## config.mk

```make
export PLATFORM = sky130hd
export DESIGN_NAME = cbo_top
export DESIGN_NICKNAME = d
export VERILOG_FILES = /design/src/rtl/cbo_pkg.sv /design/src/rtl/cbo_top.sv
export SDC_FILE = /design/constraint.sdc
export NUM_CORES = 1
export LEC_CHECK = 0
export BUFFER_PORTS_ARGS = -buffer_cell sky130_fd_sc_hd__buf_2
export CAP_MARGIN = 20
export CORE_UTILIZATION = 40
export DETAILED_ROUTE_END_ITERATION = 8
export MAX_ROUTING_LAYER = met4
export PLACE_DENSITY = 0.79
export RECOVER_POWER = 25
export SYNTH_ARGS = -nofsm -noshare
export SYNTH_HDL_FRONTEND = slang
export SYNTH_SLANG_ARGS = --single-unit
```

## constraint.sdc

```tcl
create_clock -name pclk -period 5.6 [get_ports pclk]
set_clock_uncertainty 0.05 [all_clocks]
set_input_delay 0.28 -clock pclk [delete_from_list [all_inputs] [get_ports pclk]]
set_output_delay 0.28 -clock pclk [all_outputs]
set_load 0.01 [all_outputs]
```

## src/rtl/cbo_pkg.sv

```systemverilog
package cbo_pkg;

   // -----------------------------------------------------------------
   // Register map
   // -----------------------------------------------------------------
   // Printed offsets are not word aligned, so they are register indices
   localparam logic [31:0] SEL0_IDX   = 32'h000F_FFA5;
   localparam logic [31:0] SEL1_IDX   = 32'h000F_FFA6;
   localparam logic [31:0] SEL0_ADDR  = {SEL0_IDX[29:0], 2'b00};
   localparam logic [31:0] SEL1_ADDR  = {SEL1_IDX[29:0], 2'b00};
   // Single-bit manipulation port for either select register
   localparam logic [31:0] BITOP_ADDR = 32'h0000_0100;

   // -----------------------------------------------------------------
   // Field layout and reset values
   // -----------------------------------------------------------------
   localparam int         N_INST     = 2;
   localparam int         OE_BIT     = 7;
   localparam int         DIV_W      = 3;
   localparam logic [7:0] SEL_RST    = 8'h00;
   localparam logic [7:0] SEL_WMASK  = 8'h87;
   localparam int         BOP_VAL    = 8;
   localparam int         BOP_INST   = 9;
   localparam int         BOP_POS_W  = 3;

   // -----------------------------------------------------------------
   // Divider
   // -----------------------------------------------------------------
   // Counter bit k toggles every 2^k pclk, so fmain is pclk/2 here
   localparam int               CNT_W       = 14;
   localparam logic [DIV_W-1:0] DIV_LOW_MAX = 3'h4;
   localparam logic [3:0]       DIV_HI_OFS  = 4'h6;

   // Decoded register targets
   localparam logic [1:0] HIT_SEL0  = 2'h0;
   localparam logic [1:0] HIT_SEL1  = 2'h1;
   localparam logic [1:0] HIT_BITOP = 2'h2;
   localparam logic [1:0] HIT_NONE  = 2'h3;

   typedef enum logic [0:0] {
      BUS_IDLE,
      BUS_RESP
   } cbo_bus_e;

   // Whole state of the block
   typedef struct packed {
      logic [CNT_W-1:0]          cnt;
      cbo_bus_e                  bus;
      logic                      pready;
      logic                      pslverr;
      logic [31:0]               prdata;
      logic [N_INST-1:0][7:0]    sel;
      logic [N_INST-1:0]         run;
      logic [N_INST-1:0]         pin;
   } cbo_state_s;

endpackage

```

## src/rtl/cbo_top.sv

```systemverilog
// Function
// - Each pin carries the clock chosen by its own select register.
// - Instance 0 always exists; instance 1 only on the large package.
// - Bit 7 of the select register enables the pin output, 0 by default.
// - Code 0..4 divides fmain by 1..16, codes 5..7 by 2^11..2^13.
// - Reset clears both select registers, output off and no division.
// - Select registers take byte writes and single-bit writes and read back.
// - Output starts or stops one clock period after the enable changes; here it starts within one period and stops within half a period.
// - Starting and stopping never emits a truncated pulse.
//
// Local design decision: the APB slave port.
module cbo_top
   import cbo_pkg::*;
#(
   parameter bit LARGE_PKG = 1'b1
) (
   // Clock and reset
   input  logic        pclk,
   input  logic        presetn,
   // APB slave
   input  logic        psel,
   input  logic        penable,
   input  logic        pwrite,
   input  logic [31:0] paddr,
   input  logic [31:0] pwdata,
   input  logic [3:0]  pstrb,
   output logic        pready,
   output logic [31:0] prdata,
   output logic        pslverr,
   // Clock and buzzer pins
   output logic        clock_buzzer_pin_zero,
   output logic        clock_buzzer_pin_one
);

   // -----------------------------------------------------------------
   // Decoding helpers
   // -----------------------------------------------------------------

   // Address to register target; instance 1 is unmapped when absent
   function automatic logic [1:0] reg_hit(input logic [31:0] a);
      logic [1:0] h;
      h = HIT_NONE;
      if (a == SEL0_ADDR) begin
         h = HIT_SEL0;
      end else if (a == SEL1_ADDR && LARGE_PKG) begin
         h = HIT_SEL1;
      end else if (a == BITOP_ADDR) begin
         h = HIT_BITOP;
      end
      return h;
   endfunction

   // Divider code to counter tap
   function automatic logic [3:0] div_tap(input logic [DIV_W-1:0] c);
      logic [3:0] t;
      if (c <= DIV_LOW_MAX) begin
         t = {1'b0, c};
      end else begin
         t = {1'b0, c} + DIV_HI_OFS;
      end
      return t;
   endfunction

   // -----------------------------------------------------------------
   // State
   // -----------------------------------------------------------------
   localparam cbo_state_s S_RST = '{
      cnt:     '0,
      bus:     BUS_IDLE,
      pready:  1'b0,
      pslverr: 1'b0,
      prdata:  32'h0000_0000,
      sel:     {N_INST{SEL_RST}},
      run:     '0,
      pin:     '0
   };

   cbo_state_s s_q;
   cbo_state_s s_d;
   logic [1:0] hit;
   logic       wr_go;
   logic       bop_inst;
   logic [BOP_POS_W-1:0] bop_pos;

   assign hit      = reg_hit(paddr);
   assign bop_inst = pwdata[BOP_INST];
   assign bop_pos  = pwdata[BOP_POS_W-1:0];
   // A write lands only at the edge where pready is seen high
   assign wr_go    = psel && penable && pwrite && pstrb[0] && s_q.pready;

   // Next-state logic for bus, registers and divider
   always_comb begin
      logic [3:0] tap;
      logic       src;
      tap = 4'h0;
      src = 1'b0;
      s_d = s_q;
      // Free-running counter shared by both pins
      s_d.cnt = CNT_W'(s_q.cnt + 1'b1);
      case (s_q.bus)
         BUS_IDLE: begin
            if (psel && penable) begin
               s_d.bus     = BUS_RESP;
               s_d.pready  = 1'b1;
               s_d.pslverr = (hit == HIT_NONE);
               s_d.prdata  = 32'h0000_0000;
               if (!pwrite && (hit == HIT_SEL0 || hit == HIT_SEL1)) begin
                  s_d.prdata = {24'h00_0000, s_q.sel[hit[0]]};
               end
            end
         end
         BUS_RESP: begin
            s_d.bus     = BUS_IDLE;
            s_d.pready  = 1'b0;
            s_d.pslverr = 1'b0;
            s_d.prdata  = 32'h0000_0000;
            if (wr_go && (hit == HIT_SEL0 || hit == HIT_SEL1)) begin
               // Reserved bits are dropped on the way in
               s_d.sel[hit[0]] = pwdata[7:0] & SEL_WMASK;
            end else if (wr_go && hit == HIT_BITOP) begin
               if (!bop_inst || LARGE_PKG) begin
                  s_d.sel[bop_inst][bop_pos] = pwdata[BOP_VAL];
                  s_d.sel[bop_inst] = s_d.sel[bop_inst] & SEL_WMASK;
               end
            end
         end
         default: begin
            s_d.bus    = BUS_IDLE;
            s_d.pready = 1'b0;
         end
      endcase
      // Enable is taken over only while the source is low, so the first
      // and last pulse are always whole; this costs up to half a period
      for (int i = 0; i < N_INST; i++) begin
         tap = div_tap(s_q.sel[i][DIV_W-1:0]);
         src = s_d.cnt[tap];
         if (!src) begin
            s_d.run[i] = s_q.sel[i][OE_BIT] && (i == 0 || LARGE_PKG);
         end
         s_d.pin[i] = s_d.run[i] && src;
      end
   end

   // State register
   always_ff @(posedge pclk or negedge presetn) begin
      if (!presetn) begin
         s_q <= S_RST;
      end else begin
         s_q <= s_d;
      end
   end

   // Outputs come straight from the state register
   assign pready                = s_q.pready;
   assign prdata                = s_q.prdata;
   assign pslverr               = s_q.pslverr;
   assign clock_buzzer_pin_zero = s_q.pin[0];
   assign clock_buzzer_pin_one  = s_q.pin[1];

   for (genvar gi = 0; gi < N_INST; gi++) begin : g_chk
      // Length of the current high phase of this pin, one counter per
      // instance so that no variable has two clocked writers
      logic [CNT_W:0] hi_len_q;

      // Counts pclk cycles while the pin is high
      always_ff @(posedge pclk or negedge presetn) begin
         if (!presetn) begin
            hi_len_q <= '0;
         end else if (s_q.pin[gi]) begin
            hi_len_q <= (CNT_W+1)'(hi_len_q + 1'b1);
         end else begin
            hi_len_q <= '0;
         end
      end

   end
endmodule
```

# Yosys cells after proc, flatten, opt, wreduce, memory -nomap -nowiden
# Index checks and enable logic that the tools add are counted.
[word_totals]
register_bits = 69
inputBits = 73
out_inout_bits = 36
word_cells = 78
[classes]
add_sub_neg = 3
magnitude_cmp = 10
eq_ne = 7
muxes = 31
bitwise_logic = 1
n_reduce_logical = 17
[ops]
columns = ["op", "n"]
rows = [
  ["$pmux W35 S2", 1],
  ["$eq A32 B22 Y1 const B", 2],
  ["$mux W8", 8],
  ["$bwmux W16", 3],
  ["$mux W35", 1],
  ["$eq A32 B9 Y1 const B", 1],
  ["$mux W16", 2],
  ["$demux W8 S1", 3],
  ["$add A14 B1 Y14 const B", 1],
  ["$logic_and A1 B1 Y1", 12],
  ["$lt A4 B5 Y1 const B", 2],
  ["$add A3 B3 Y4 const B", 2],
  ["$bmux W1 S4", 2],
  ["$mux W4", 2],
  ["$le A3 B3 Y1 const B", 2],
  ["$mux W1", 6],
  ["$eq A2 B2 Y1 const B", 2],
  ["$lt A1 B2 Y1 const B", 2],
  ["$lt A3 B4 Y1 const B", 1],
  ["$mux W2", 2],
  ["$demux W1 S3", 1],
  ["$ge A3 B1 Y1 const B", 1],
  ["$eq A2 B1 Y1 const B", 1],
  ["$ge A1 B1 Y1 const B", 2],
  ["7 further kinds", 7],
]

# Longest topological paths before layout
[depth]
depth_word = 12
depth_mapped = 8
ltp_nobuf = 7

# Worst setup path after synthesis
# No wires, ideal clock.
[synth_timing]
path_kind = "register to register"
from = "register s_q[55] (netlist bit)"
to = "register s_q[2] (netlist bit)"
setup_ns = 0.125
arrival_ns = 1.837
t_required_ns = 5.425
slack_ns = 3.588
path_stages_with_launch = 8
path_buffers = 0
synth_period_minus_slack_ns = 2.012
path_cell_list = "dfrtp_1 > ha_1 > nand3_1 > or3_2 > nand3_1 > o2111ai_1 > o22ai_1 > mux2_2"
[synth_rtl]
columns = ["item", "line_no", "source"]
rows = [
  ["start: declaration", "cbo_top.sv:78", "cbo_state_s s_q;"],
  ["start signal: assignment", "cbo_top.sv:147", "s_q <= S_RST;"],
  ["start signal: assignment", "cbo_top.sv:149", "s_q <= s_d;"],
]

==> impl_metrics.ini <==
[critical_path]
startpoint_type = primary input
worst_ep_required_time_ns = 5.62
path_common_cell = clkbuf_1
cp_cell_sequence = dlygate4sd3_1 -> clkbuf_1 -> clkbuf_1
max_stage_delay_ns = 1.37
cp_slowest_cell = clkbuf_1
rr_worst_depth = 7
crit_fanout = 35
worstSetupEndpointType = async pin
cp.arrival_ns = 2.63
path_class = in -> async

[place]
gp_congestion = 0.804
placedCellCount = 445
place_area_um2 = 3090
numPortBuffers = 55
dp_hpwl_um = 4610

[timing]
timing.fmax_ghz = 0.383
final-setup-viol-count = 0
drv_slew = 36
fin_crit_ns = 2.61
slew-limit-headroom = -0.222
worstMarginPinSlew_ns = 1.83
rsz0062_at_grt = no
setup_tns_ns = 0
hold_viol_final = 0
period_share = 0.466

[detailed_routing]
drcViolationCount = 0
wl_per_cell_um = 13.4
first_pass_iters = 4
postRouteAntennaNets = 0
drt_iter0_drc = 65
vias = 2393
routed_via_density = 5.26
routed_wl_um = 6110

[power]
peakVddDrop_uv = 150
powerDensity_nw_per_um2 = 186
p_leak_nw = 1.54

[clock_tree]
numCtsBuffers = 5
path_clk_slew_ns = 0.10
clkLatencyLatePin_ns = 0.31
htreeDepth = 2
clockRootBuffer = clkbuf_8
post_cts_buffers = 0
clockBufferDepth = 2
cts_num_sinks = 45
cts_tree = done

[die]
die_area_um2 = 7640
die_x_um = 87.4
die_h_um = 87.4
io_pins = 109
core_area_um2 = 6910
row_count = 30
floorplan.initialDensity = 0.423

[grt]
grt.overflow.total = 0
grt_pass1_vias = 2247
antenna_found_initial = 0
grt_pass1_wl_um = 10000
grt_usage = 0.172
grt_max_degree = 46

[final_layout]
postLayoutCellArea_um2 = 3200
n_antenna_cell = 0
drive_gt1_frac = 0.201
n_fill_cell = 671
area_growth_pct = 9.60
final_nets = 432
layoutNonFillerInstCount = 455

[min_path]
hold_class = in -> reg
hold_depth = 3

[synthesis]
synth_flop_cell = dfrtp_1
synth_top_area_share = 0.386
synth_seq_cells = 45
syn_inst = 319
syn_area_per_cell_um2 = 9.15
seq_area_frac_synth = 0.386
synth-async-reset-ratio = 1.00
synth_cell_types = 58
synth_top_area_cell = dfrtp_1
yosysWarnings = 0
syn_area_um2 = 2920
synth_edf_count = 0
ys_top_cells_by_area = dfrtp_1 (39%), buf_4 (8.2%), mux2i_1 (5.5%)

[outcome]
status = finished with violations
violations = max-capacitance violations, max-slew violations

[job]
drv_cap = 1
==> placed cells by master (no fill, tap or decap), types with 8 or more instances in the layout <==
cell	n
and2_1	11
buf_2	54
conb_1	24
dfrtp_1	45
mux2i_1	16
nand2_1	40
nor2_1	14
nor3_1	8
o21ai_0	17
xor2_1	10
==> worst max-delay path, delay by kind of cell <==
family	cells	cell delay (ns)
buffers and inverters	3	2.34
==> cells in the mapped netlist, types with 4 or more instances <==
cell and instances:
clkbuf_1 11, o31ai_1 5, nor4_1 7, dfrtp_1 45, nand3_1 7, inv_1 6
nand2_1 40, o32ai_1 4, xor2_1 10, o22a_1 4, mux2i_1 16, nor3_1 8
a2bb2oi_1 4, nand4_1 7, buf_4 32, nor2_1 14, o21ai_0 18, a21oi_1 5
nand2b_1 6, and2_1 11
==> per-layer routing <==
metal	global-route usage	vias up	routed length [um]
met3	0.0464	15	273
met5	-	-	0
met1	0.210	1111	2800
met2	0.281	85	2920
met4	0.0462	0	123
li1	-	1182	-
==> final cells by class <==
cell class | instances | area, um2 | share of cell area
multi-input combinational | 242 | 1540 | 0.482
sequential | 45 | 1130 | 0.352
timing repair buffer | 58 | 295 | 0.0923
tap | 96 | 120 | 0.0375
clock buffer | 5 | 68.8 | 0.0215
clock inverter | 3 | 25.0 | 0.00782
inverter | 6 | 22.5 | 0.00704
==> state kept, by name, summed over array words and instances (netlist names) <==
signal,cells
pready,1
clock_buzzer_pin_one,1
s_q,33
clock_buzzer_pin_zero,1
pslverr,1
prdata,8
==> worst paths after layout <==
path	from	slack, ns	end
min reg2reg	prdata[6]$_DFFE_PN0P_	0.44	prdata[6]$_DFFE_PN0P_
min in group asynchronous	presetn	0.42	s_q[59]$_DFF_PN0_
max in group pclk	s_q[55]$_DFF_PN0_	3.23	s_q[2]$_DFF_PN0_
max	presetn	2.99	s_q[55]$_DFF_PN0_
max reg2reg	s_q[55]$_DFF_PN0_	3.23	s_q[2]$_DFF_PN0_
min	pwdata[7]	0.28	s_q[11]$_DFFE_PN0P_
==> repair_timing <==
action	CTS	global route
resized for setup	0	0
hold buffers	0	1
hold endpoints to repair	0	10
==> logic make-up after synthesis <==
family | count (synthesis) | synth area share
and+or+nand+nor | 128 | 0.250
AOI/OAI and AO/OA | 60 | 0.145
buffers and inverters | 55 | 0.116
DFF | 45 | 0.386
muxes | 17 | 0.0587
xor gates and xnor gates | 12 | 0.0386
adders and majority gates | 1 | 0.00429
other | 1 | 0.00128
==> power breakdown <==
group | internal (mW) | leakage, nW | switching [mW]
clock network | 0.0902 | 0.0447 | 0.124
logic | 0.0187 | 0.891 | 0.0326
registers | 0.327 | 0.609 | 0.00216
==> stage by stage <==
step | hold slack [ns] | power, mW | setup WS [ns] | utilization
global route | 0.304 | 0.622 | 2.46 | 0.463
CTS | 0.100 | 0.600 | 3.24 | 0.461
detailed placement | 0.419 | 0.386 | 3.26 | 0.448
global placement | 0.410 | 0.385 | 3.32 | 0.448
floorplan | -0.0656 | 0.371 | 3.59 | -
finish | 0.277 | 0.595 | 2.99 | 0.463
Power figures use the tool's default switching activity.
